File: src/core/ptl_pkg.sv
// ptl_pkg: constants and types shared by the packet test loopback engine
// assumes: one 10 MHz clock, registers reached over AXI4-Lite
package ptl_pkg;

   // ------------------------------------------------------------
   // register map (byte addresses)
   // ------------------------------------------------------------
   localparam logic [7:0] PTL_REG_CTRL   = 8'h00;  // mode, enables, delay, offset
   localparam logic [7:0] PTL_REG_CMD    = 8'h04;  // command strobes
   localparam logic [7:0] PTL_REG_STATUS = 8'h08;  // engine state
   localparam logic [7:0] PTL_REG_DLMAP  = 8'h0C;  // active downlink slots
   localparam logic [7:0] PTL_REG_SEED   = 8'h10;  // generator seed

   // ctrl field positions
   localparam int PTL_CTRL_LOOP_BIT  = 0;   // 1 loopback, 0 pseudorandom
   localparam int PTL_CTRL_COPY_BIT  = 1;   // copy first slot to later slots
   localparam int PTL_CTRL_MULTI_BIT = 2;   // multi-slot extension enable
   localparam int PTL_CTRL_DLY_LSB   = 4;   // loop delay in radio blocks
   localparam int PTL_CTRL_OFS_LSB   = 8;   // downlink slot offset

   // cmd strobe bits
   localparam int PTL_CMD_START_BIT = 0;
   localparam int PTL_CMD_STOP_BIT  = 1;

   // reset values
   localparam logic [31:0] PTL_CTRL_RESET = 32'h0000_0010;  // delay 1 block
   localparam logic [14:0] PTL_SEED_RESET = 15'h7FFF;

   // loop delay limits in radio blocks
   localparam int PTL_DLY_MIN = 1;
   localparam int PTL_DLY_MAX = 5;   // fewer than six

   // generator: 15-bit maximal length, period 32767
   localparam int PTL_PRBS_W = 15;

   // axi response codes
   localparam logic [1:0] PTL_RESP_OKAY   = 2'h0;
   localparam logic [1:0] PTL_RESP_SLVERR = 2'h2;

   typedef enum logic [1:0] {
      PTL_IDLE,
      PTL_ACTIVE
   } ptl_state_t;

endpackage

File: src/core/ptl_engine.sv
// ptl_engine: packet test-mode payload engine of the mobile terminal
// assumes: radio block strobes and slot numbers arrive synchronous to clock;
// headers and layer 1 processing are added downstream of the payload
//
// Summary of operation
// - test command with tbf and pdu count starts; here the start bit of the cmd register starts it, no pdu count
// - payload is pseudorandom or looped downlink
// - loopback copies downlink payload, else undefined
// - later uplink slots may copy first slot
// - uplink blocks keep headers and normal coding
// - loop delay one to five radio blocks
// - uplink sent when uplink state flag grants
// - control blocks still received and answered
// - uplink control blocks only when polled
// - repeat previous payload on control block
// - uplink tbf end leaves test mode
// - abnormal tbf end leaves test mode
// - generator period at least 32767 bits
// - nth downlink slot maps to nth uplink
// - unmapped uplink slots copy last mapped
// - single downlink slot uses basic rules
// - downlink count from offset, wraps 7 to 0
// - uplink slots counted from slot zero
//
// Chosen here: the AXI4-Lite slave port and the register offsets.
`timescale 1ns/1ns
module ptl_engine
   import ptl_pkg::*;
#(
   parameter int PW = 32,   // payload word width
   parameter int DD = 8     // delay line depth in blocks
)(
   input  wire logic          clock,
   input  wire logic          nrst,
   // axi4-lite slave
   input  wire logic [7:0]    s_axi_awaddr,
   input  wire logic          s_axi_awvalid,
   output logic               s_axi_awready,
   input  wire logic [31:0]   s_axi_wdata,
   input  wire logic [3:0]    s_axi_wstrb,
   input  wire logic          s_axi_wvalid,
   output logic               s_axi_wready,
   output logic [1:0]         s_axi_bresp,
   output logic               s_axi_bvalid,
   input  wire logic          s_axi_bready,
   input  wire logic [7:0]    s_axi_araddr,
   input  wire logic          s_axi_arvalid,
   output logic               s_axi_arready,
   output logic [31:0]        s_axi_rdata,
   output logic [1:0]         s_axi_rresp,
   output logic               s_axi_rvalid,
   input  wire logic          s_axi_rready,
   // downlink side, one strobe per received radio block
   input  wire logic          dl_blk,
   input  wire logic          dl_ctrl,
   input  wire logic [2:0]    dl_slot,
   input  wire logic [PW-1:0] dl_payload,
   input  wire logic          dl_tbf,
   input  wire logic          poll,
   // uplink side, one strobe per uplink opportunity
   input  wire logic          ul_blk,
   input  wire logic [2:0]    ul_slot,
   input  wire logic          usf_grant,
   input  wire logic          tbf_end,
   input  wire logic          tbf_abort,
   output logic               ul_valid,
   output logic               ul_ctrl_ok,
   output logic [PW-1:0]      ul_payload,
   output logic               test_active
);

   // ------------------------------------------------------------
   // registers and bus slave
   // ------------------------------------------------------------
   logic [31:0] ctrl;
   logic [7:0]  dl_map;
   logic [14:0] seed;
   logic [7:0]  awa;
   logic        aw_held, w_held;
   logic [31:0] wd;
   logic [3:0]  ws;

   wire do_wr     = aw_held && w_held && !s_axi_bvalid;
   wire wr_ctrl   = do_wr && awa == PTL_REG_CTRL;
   wire wr_cmd    = do_wr && awa == PTL_REG_CMD;
   wire wr_map    = do_wr && awa == PTL_REG_DLMAP;
   wire wr_seed   = do_wr && awa == PTL_REG_SEED;
   wire wr_ok     = wr_ctrl || wr_cmd || wr_map || wr_seed;
   wire start_cmd = wr_cmd && ws[0] && wd[PTL_CMD_START_BIT];
   wire stop_cmd  = wr_cmd && ws[0] && wd[PTL_CMD_STOP_BIT];

   function automatic logic [31:0] merge(input logic [31:0] old, input logic [31:0] nw,
                                         input logic [3:0] st);
      logic [31:0] r;
      r = old;
      for (int i = 0; i < 4; i++) begin
         if (st[i]) r[i*8 +: 8] = nw[i*8 +: 8];
      end
      return r;
   endfunction

   // address and data capture, either order
   always_ff @(posedge clock or negedge nrst) begin
      if (!nrst) begin
         aw_held <= 1'b0;
         w_held  <= 1'b0;
         awa     <= 8'h00;
         wd      <= 32'h0000_0000;
         ws      <= 4'h0;
      end else begin
         if (s_axi_awvalid && s_axi_awready) begin
            aw_held <= 1'b1;
            awa     <= s_axi_awaddr;
         end else if (do_wr) aw_held <= 1'b0;
         if (s_axi_wvalid && s_axi_wready) begin
            w_held <= 1'b1;
            wd     <= s_axi_wdata;
            ws     <= s_axi_wstrb;
         end else if (do_wr) w_held <= 1'b0;
      end
   end

   assign s_axi_awready = !aw_held && !s_axi_bvalid;
   assign s_axi_wready  = !w_held && !s_axi_bvalid;
   assign s_axi_arready = !s_axi_rvalid;

   // write response and register update
   always_ff @(posedge clock or negedge nrst) begin
      if (!nrst) begin
         s_axi_bvalid <= 1'b0;
         s_axi_bresp  <= PTL_RESP_OKAY;
         ctrl         <= PTL_CTRL_RESET;
         dl_map       <= 8'h01;
         seed         <= PTL_SEED_RESET;
      end else begin
         if (do_wr) begin
            s_axi_bvalid <= 1'b1;
            s_axi_bresp  <= wr_ok ? PTL_RESP_OKAY : PTL_RESP_SLVERR;
         end else if (s_axi_bready) s_axi_bvalid <= 1'b0;
         if (wr_ctrl) ctrl <= merge(ctrl, wd, ws);
         if (wr_map && ws[0]) dl_map <= wd[7:0];
         if (wr_seed && wd[14:0] != 15'h0000) seed <= wd[14:0];   // zero would lock the generator
      end
   end

   // read data select; unmapped offsets read zero with slverr
   wire        rd_ok   = s_axi_araddr[1:0] == 2'h0 && s_axi_araddr <= PTL_REG_SEED;
   wire [31:0] rd_word = (s_axi_araddr == PTL_REG_CTRL)   ? ctrl :
                         (s_axi_araddr == PTL_REG_STATUS) ? {31'h0000_0000, test_active} :
                         (s_axi_araddr == PTL_REG_DLMAP)  ? {24'h00_0000, dl_map} :
                         (s_axi_araddr == PTL_REG_SEED)   ? {17'h0_0000, seed} : 32'h0000_0000;
   // read response, one cycle after the address is taken
   always_ff @(posedge clock or negedge nrst) begin
      if (!nrst) begin
         s_axi_rvalid <= 1'b0;
         s_axi_rdata  <= 32'h0000_0000;
         s_axi_rresp  <= PTL_RESP_OKAY;
      end else if (s_axi_arvalid && s_axi_arready) begin
         s_axi_rvalid <= 1'b1;
         s_axi_rdata  <= rd_word;
         s_axi_rresp  <= rd_ok ? PTL_RESP_OKAY : PTL_RESP_SLVERR;
      end else if (s_axi_rready) s_axi_rvalid <= 1'b0;
   end

   // ------------------------------------------------------------
   // control decode
   // ------------------------------------------------------------
   wire       loop_mode = ctrl[PTL_CTRL_LOOP_BIT];
   wire       copy_en   = ctrl[PTL_CTRL_COPY_BIT];
   wire       multi_en  = ctrl[PTL_CTRL_MULTI_BIT];
   wire [2:0] dly_raw   = ctrl[PTL_CTRL_DLY_LSB +: 3];
   wire [2:0] dl_ofs    = ctrl[PTL_CTRL_OFS_LSB +: 3];
   // clamp to the allowed one to five blocks
   wire [2:0] loop_round_trip_delay = (dly_raw < 3'(PTL_DLY_MIN)) ? 3'(PTL_DLY_MIN) :
                                      (dly_raw > 3'(PTL_DLY_MAX)) ? 3'(PTL_DLY_MAX) : dly_raw;

   // ------------------------------------------------------------
   // test-mode state
   // ------------------------------------------------------------
   ptl_state_t state, next_state;
   wire tbf_gone = tbf_end || tbf_abort || stop_cmd;

   always_comb begin
      next_state = state;
      unique case (state)
         PTL_IDLE:   if (start_cmd && !tbf_gone) next_state = PTL_ACTIVE;
         PTL_ACTIVE: if (tbf_gone) next_state = PTL_IDLE;
      endcase
   end

   // ------------------------------------------------------------
   // slot numbering: downlink relative to offset, uplink from zero
   // ------------------------------------------------------------
   wire [2:0] dl_rel = dl_slot - dl_ofs;   // wraps through slot 7 to 0
   // count active slots between offset and this slot
   function automatic logic [2:0] rank(input logic [7:0] map, input logic [2:0] ofs,
                                       input logic [2:0] rel);
      logic [2:0] n;
      n = 3'd0;
      for (int k = 0; k < 8; k++) begin
         if (3'(k) < rel && map[3'(ofs + 3'(k))]) n = n + 3'd1;
      end
      return n;
   endfunction
   wire [2:0] dl_idx  = rank(dl_map, dl_ofs, dl_rel);
   wire [3:0] dl_cnt  = 4'($countones(dl_map));
   wire       multi   = multi_en && dl_cnt > 4'd1;
   wire [2:0] last_dl = 3'(dl_cnt - 4'd1);
   wire [2:0] ul_idx  = ul_slot;
   wire [2:0] ul_map  = (ul_idx > last_dl) ? last_dl : ul_idx;

   // ------------------------------------------------------------
   // pseudorandom generator x^15 + x^14 + 1, period 32767
   // ------------------------------------------------------------
   logic [14:0]   lfsr;
   logic [14:0]   lfsr_adv;
   logic [PW-1:0] prbs_word;
   always_comb begin
      logic [14:0] s;
      s = lfsr;
      prbs_word = '0;
      for (int b = 0; b < PW; b++) begin
         prbs_word[b] = s[14];
         s = {s[13:0], s[14] ^ s[13]};
      end
      lfsr_adv = s;   // state after one word
   end

   // ------------------------------------------------------------
   // per-slot delay lines of received payload
   // ------------------------------------------------------------
   logic [PW-1:0] dline [8][DD];
   logic [PW-1:0] last_word;
   wire take_dl = state == PTL_ACTIVE && dl_blk && !dl_ctrl && dl_tbf && dl_map[dl_slot];
   wire [2:0] wslot = multi ? dl_idx : 3'd0;

   // shift the mapped slot line on each tbf data block received on an active slot in test mode
   always_ff @(posedge clock) begin
      if (take_dl) begin
         dline[wslot][0] <= dl_payload;
         for (int d = 1; d < DD; d++) dline[wslot][d] <= dline[wslot][d-1];
      end
   end

   wire [2:0]    rslot    = multi ? ul_map : 3'd0;
   wire          use_copy = copy_en && !multi && ul_idx != 3'd0;
   wire [PW-1:0] looped   = dline[rslot][loop_round_trip_delay - 3'd1];
   wire [PW-1:0] fresh    = loop_mode ? looped : prbs_word;
   wire          send     = state == PTL_ACTIVE && ul_blk && usf_grant;
   wire [PW-1:0] next_payload = use_copy ? last_word : fresh;

   // ------------------------------------------------------------
   // uplink output and state registers
   // ------------------------------------------------------------
   always_ff @(posedge clock or negedge nrst) begin
      if (!nrst) begin
         state       <= PTL_IDLE;
         lfsr        <= PTL_SEED_RESET;
         ul_valid    <= 1'b0;
         ul_ctrl_ok  <= 1'b0;
         ul_payload  <= '0;
         last_word   <= '0;
         test_active <= 1'b0;
      end else begin
         state       <= next_state;
         test_active <= next_state == PTL_ACTIVE;
         ul_valid    <= send && !tbf_gone;
         ul_ctrl_ok  <= poll && ul_blk;
         if (start_cmd && state == PTL_IDLE) lfsr <= seed;
         else if (send && !loop_mode && !use_copy && !(dl_blk && dl_ctrl))
            lfsr <= lfsr_adv;                                             // repeat on control block
         if (send) begin
            ul_payload <= next_payload;
            if (ul_idx == 3'd0) last_word <= fresh;
         end
      end
   end

   // ------------------------------------------------------------
   // checks
   // ------------------------------------------------------------
   property p_leave_on_end;
      @(posedge clock) disable iff (!nrst)
      (tbf_end || tbf_abort) |=> !test_active && state == PTL_IDLE;
   endproperty
   a_leave_on_end: assert property (p_leave_on_end) else $error("test mode kept after tbf end");

   property p_leave_on_abort;
      @(posedge clock) disable iff (!nrst)
      tbf_abort ##1 !start_cmd |=> !test_active;
   endproperty
   a_leave_on_abort: assert property (p_leave_on_abort) else $error("test mode kept after abort");

   property p_start;
      @(posedge clock) disable iff (!nrst)
      (state == PTL_IDLE && start_cmd && !tbf_gone) |=> test_active;
   endproperty
   a_start: assert property (p_start) else $error("start command not accepted");

   property p_delay_range;
      @(posedge clock) disable iff (!nrst)
      loop_round_trip_delay >= 3'd1 && loop_round_trip_delay <= 3'd5;
   endproperty
   a_delay_range: assert property (p_delay_range) else $error("loop delay out of range");

   property p_grant_only;
      @(posedge clock) disable iff (!nrst)
      ul_valid |-> $past(ul_blk) && $past(usf_grant) && $past(state) == PTL_ACTIVE;
   endproperty
   a_grant_only: assert property (p_grant_only) else $error("uplink sent without grant");

   property p_poll_only;
      @(posedge clock) disable iff (!nrst)
      ul_ctrl_ok |-> $past(poll);
   endproperty
   a_poll_only: assert property (p_poll_only) else $error("control block without poll");

   property p_prbs_payload;
      @(posedge clock) disable iff (!nrst)
      (send && !loop_mode && !use_copy) |=> ul_payload == $past(prbs_word);
   endproperty
   a_prbs_payload: assert property (p_prbs_payload) else $error("payload not pseudorandom");

   property p_ul_map;
      @(posedge clock) disable iff (!nrst)
      multi |-> ul_map <= last_dl;
   endproperty
   a_ul_map: assert property (p_ul_map) else $error("uplink slot maps past last downlink");

   property p_flag_follows;
      @(posedge clock) disable iff (!nrst)
      ##1 test_active == (state == PTL_ACTIVE);
   endproperty
   a_flag_follows: assert property (p_flag_follows) else $error("active flag disagrees with state");

endmodule

File: config.mk
export PLATFORM = sky130hd
export DESIGN_NAME = ptl_engine
export DESIGN_NICKNAME = d
export VERILOG_FILES = /design/src/core/ptl_pkg.sv /design/src/core/ptl_engine.sv
export SDC_FILE = /design/constraint.sdc
export NUM_CORES = 2
export LEC_CHECK = 0
export BUFFER_PORTS_ARGS = -buffer_cell sky130_fd_sc_hd__buf_2
export CORE_MARGIN = 5
export CORE_UTILIZATION = 30
export CTS_CLUSTER_DIAMETER = 100
export CTS_CLUSTER_SIZE = 25
export DETAILED_ROUTE_END_ITERATION = 7
export PLACE_DENSITY_LB_ADDON = 0.2
export SLEW_MARGIN = 15
export SYNTH_ARGS = -nofsm -noshare
export SYNTH_HDL_FRONTEND = slang
export SYNTH_SLANG_ARGS = --single-unit
File: constraint.sdc
create_clock -name clock -period 20.6 [get_ports clock]
set_clock_uncertainty 0.1 [all_clocks]
set_input_delay 4.12 -clock clock [delete_from_list [all_inputs] [get_ports clock]]
set_output_delay 4.12 -clock clock [all_outputs]
set_load 0.05 [all_outputs]
==> impl_metrics.tcl <==
set metrics [dict create \
    htreeDepth 3 \
    cpPeakStageDelay_ps 860 \
    syn_inst 8211 \
    ys.flop_type "edfxtp_1" \
    ctsHoldBuffers 0 \
    worstReg2RegStart "dl_map[0]" \
    synth-edff-count 2048 \
    coreArea_um2 352000 \
    die_w_um 604 \
    dieArea_um2 365000 \
    insertion_delay_ps 830 \
    cp_num_cells 30 \
    crit_slowest_cell "and2_4" \
    ys_top_cells_by_area "edfxtp_1 58%, mux2i_1 9.2%, nand2_1 6.5%, dfrtp_1 4.5%, a221oi_2 2.5%" \
    ff2ff_setup_slack_ps 10300 \
    worstHoldStart "s_axi_rdata[31]" \
    fmax_ghz 0.0776 \
    slew_headroom_pct 16.5 \
    synth.top_cell.area_share_pct 58.0 \
    path_max_fanout 123 \
    die_h_um 604 \
    max_cap_viol_count 0 \
    crit_family "buffers and inverters" \
    antenna_found_initial 38 \
    cts_buffers 110 \
    final_nets 8202 \
    portBuffers 178 \
    vias 73190 \
    drtPass1Iterations 8 \
    yosys.area.top_type "edfxtp_1" \
    ant_nets 0 \
    path_class "input pin to flip-flop" \
    drc 1 \
    fin_crit_sh_pct 62.6 \
    yosys_warnings 0 \
    end_kind "flip-flop" \
    cts_setup_buffers 0 \
    grt_setup_unrepaired "false" \
    synth-seq-cells 2269 \
    finalInstanceArea_um2 115000 \
    p_leak_nw 37.8 \
    violations "design-rule violations" \
    cts_buffer_depth 3 \
    wl_per_cell_um 30.5 \
    hp-class "flip-flop to flip-flop" \
    grt_start_max_net_pins 127 \
    grt.total_usage_pct 20.7 \
    yosysUniqueCellTypes 98 \
    rr_endpoint "ul_payload[1]" \
    whs_ps 373 \
    period_needed_ps 12890 \
    cts.sinks 2269 \
    synth_area_um2 106000 \
    cts_root_buf "clkbuf_16" \
    grt_pass1_wl_um 553000 \
    crit_buf_inv 7 \
    initial_core_util_pct 30.1 \
    min_to "s_axi_rdata[31]" \
    p_per_area_nw_per_um2 91.1 \
    drt_iter0_drc 7598 \
    place_congestion 0.815 \
    hpwl_um 218000 \
    cts_tree "yes" \
    worst_slew_pin_slew_ps 1240 \
    async_flop_share_pct 9.74 \
    row_count 218 \
    cts_resized 0 \
    min_path_cells 2 \
    grt_pass1_vias 72327 \
    peakVddDrop_mv 0.217 \
    avgSynthCellArea_um2 12.9 \
    hold_violations 0 \
    seq_area_frac_synth_pct 63.3 \
    ios 181 \
    routed_wl_um 392000 \
    cp-start-kind "input pin" \
    reg2regPathDepth 27 \
    cp.required_ps 20970 \
    grt_overflow_total 0 \
    area.growth.synth_to_final_pct 8.92 \
    setup_viol 0 \
    drive_gt1_share_pct 11.7 \
    arrival_ps 13260 \
    cpMostUsedCell "ha_1" \
    post_drt_via_cell_ratio 5.68 \
    clk_pin_slew_ps 100 \
    dpl-instance-area_um2 112000 \
    outcome "finished with violations" \
    drv_slew 0 \
]
## power by group
group / internal [mW] / switching, mW / total, mW
Sequential: 5.04 / 0.0924 / 5.13
Combinational: 0.660 / 2.11 / 2.77
Clock: 1.08 / 1.53 / 2.61
Total: 6.78 / 3.73 / 10.5
## registers in the layout, indices dropped and copies added (netlist names), 2 cells and up
signal and count:
dl_map 8, wd 32, ul_payload 32, dline 2048
seed 15, s_axi_rdata 32, ws 4, awa 8
state 2, ctrl 32, last_word 32, lfsr 15
## routing by layer
layer | wire, um | global-route usage, % | vias up | share of wire, %
li1 | - | - | 31147 | -
met4 | 16100 | 7.61 | 20 | 4.1
met2 | 182000 | 33.6 | 3148 | 46
met3 | 26600 | 2.89 | 648 | 6.8
met5 | 139 | 0 | - | 0.035
met1 | 168000 | 28.2 | 38227 | 43
## cell type report
cell class                      count  area, um2
Antenna cell                       12       30.0
Multi-Input combinational cell   5269      36000
Clock inverter                     46        541
Tap cell                         4730       5920
Fill cell                       34343     237000
Timing Repair Buffer              385       2850
Clock buffer                      129       2860
Sequential cell                  2269      67100
Inverter                           39        149
## metrics by stage
stage / worst slack, ps / util, % / total power [mW] / setup TNS (ps) / instances
after global routing: 7350 / 32.8 / 10.8 / 0 / 12871
after floorplan: -97.4 / - / 6.50 / -99780 / 8212
final: 7710 / 32.8 / 10.5 / 0 / 12879
after detailed placement: 6980 / 31.8 / 7.97 / 0 / 12692
after CTS: 7860 / 32.8 / 10.5 / 0 / 12867
after global placement: 6890 / 31.8 / 7.95 / 0 / 12691
## tightest hold or removal path: cells and delay by family, from the launching register on
family / cells / cell delay [ps]
flops: 1 / 350
simple gates: 2 / 100
## kinds of logic (layout without fill, tap and decap cells)
logic type	after synthesis	count (layout)	synth area share, %
compound gates	1549	1549	12.0
xor+xnor	51	51	0.469
fa+ha+maj	23	23	0.307
buf+inv	674	599	3.14
flops	2269	2269	63.3
mux	1102	1102	10.7
other cells	1	14	0.00354
simple gates	2542	2542	10.0
## cells in the mapped netlist, drive strengths merged, types with 44 or more instances
| master | count |
|---|---|
| edfxtp | 2048 |
| nand2 | 1843 |
| mux2i | 975 |
| buf | 378 |
| a21oi | 333 |
| nand3 | 265 |
| a221oi | 263 |
| clkbuf | 257 |
| a32o | 226 |
| dfrtp | 189 |
| nor2 | 147 |
| o21ai | 131 |
| mux2 | 112 |
| a31oi | 103 |
| and3 | 98 |
| o22ai | 71 |
| a211oi | 65 |
| nor4 | 56 |
| a311oi | 53 |
| nor3 | 52 |
| o221ai | 44 |
## layout by cell type (no fill, tap or decap), drive strengths merged, types with 56 or more instances in the layout
| cell type | Yosys | final |
|---|---|---|
| a211oi | 65 | 65 |
| a21oi | 333 | 333 |
| a221oi | 263 | 263 |
| a31oi | 103 | 103 |
| a32o | 226 | 226 |
| and3 | 98 | 98 |
| buf | 378 | 385 |
| clkbuf | 257 | 129 |
| dfrtp | 189 | 189 |
| edfxtp | 2048 | 2048 |
| mux2 | 112 | 112 |
| mux2i | 975 | 975 |
| nand2 | 1843 | 1843 |
| nand3 | 265 | 265 |
| nor2 | 147 | 147 |
| nor4 | 56 | 56 |
| o21ai | 131 | 131 |
| o22ai | 71 | 71 |
## worst max-delay path by stage
stage / to / startpoint / slack (ps)
finish: dline[4][112] / dl_slot[0] / 7710
global placement: dline[0][124] / dl_slot[0] / 6890
global route: dline[4][112] / dl_slot[0] / 7350
detailed placement: dline[1][103] / dl_slot[0] / 6980
floorplan: dline[4][0] / dl_slot[0] / -100
CTS: dline[0][103] / dl_slot[0] / 7860
Power figures use the tool's default switching activity.
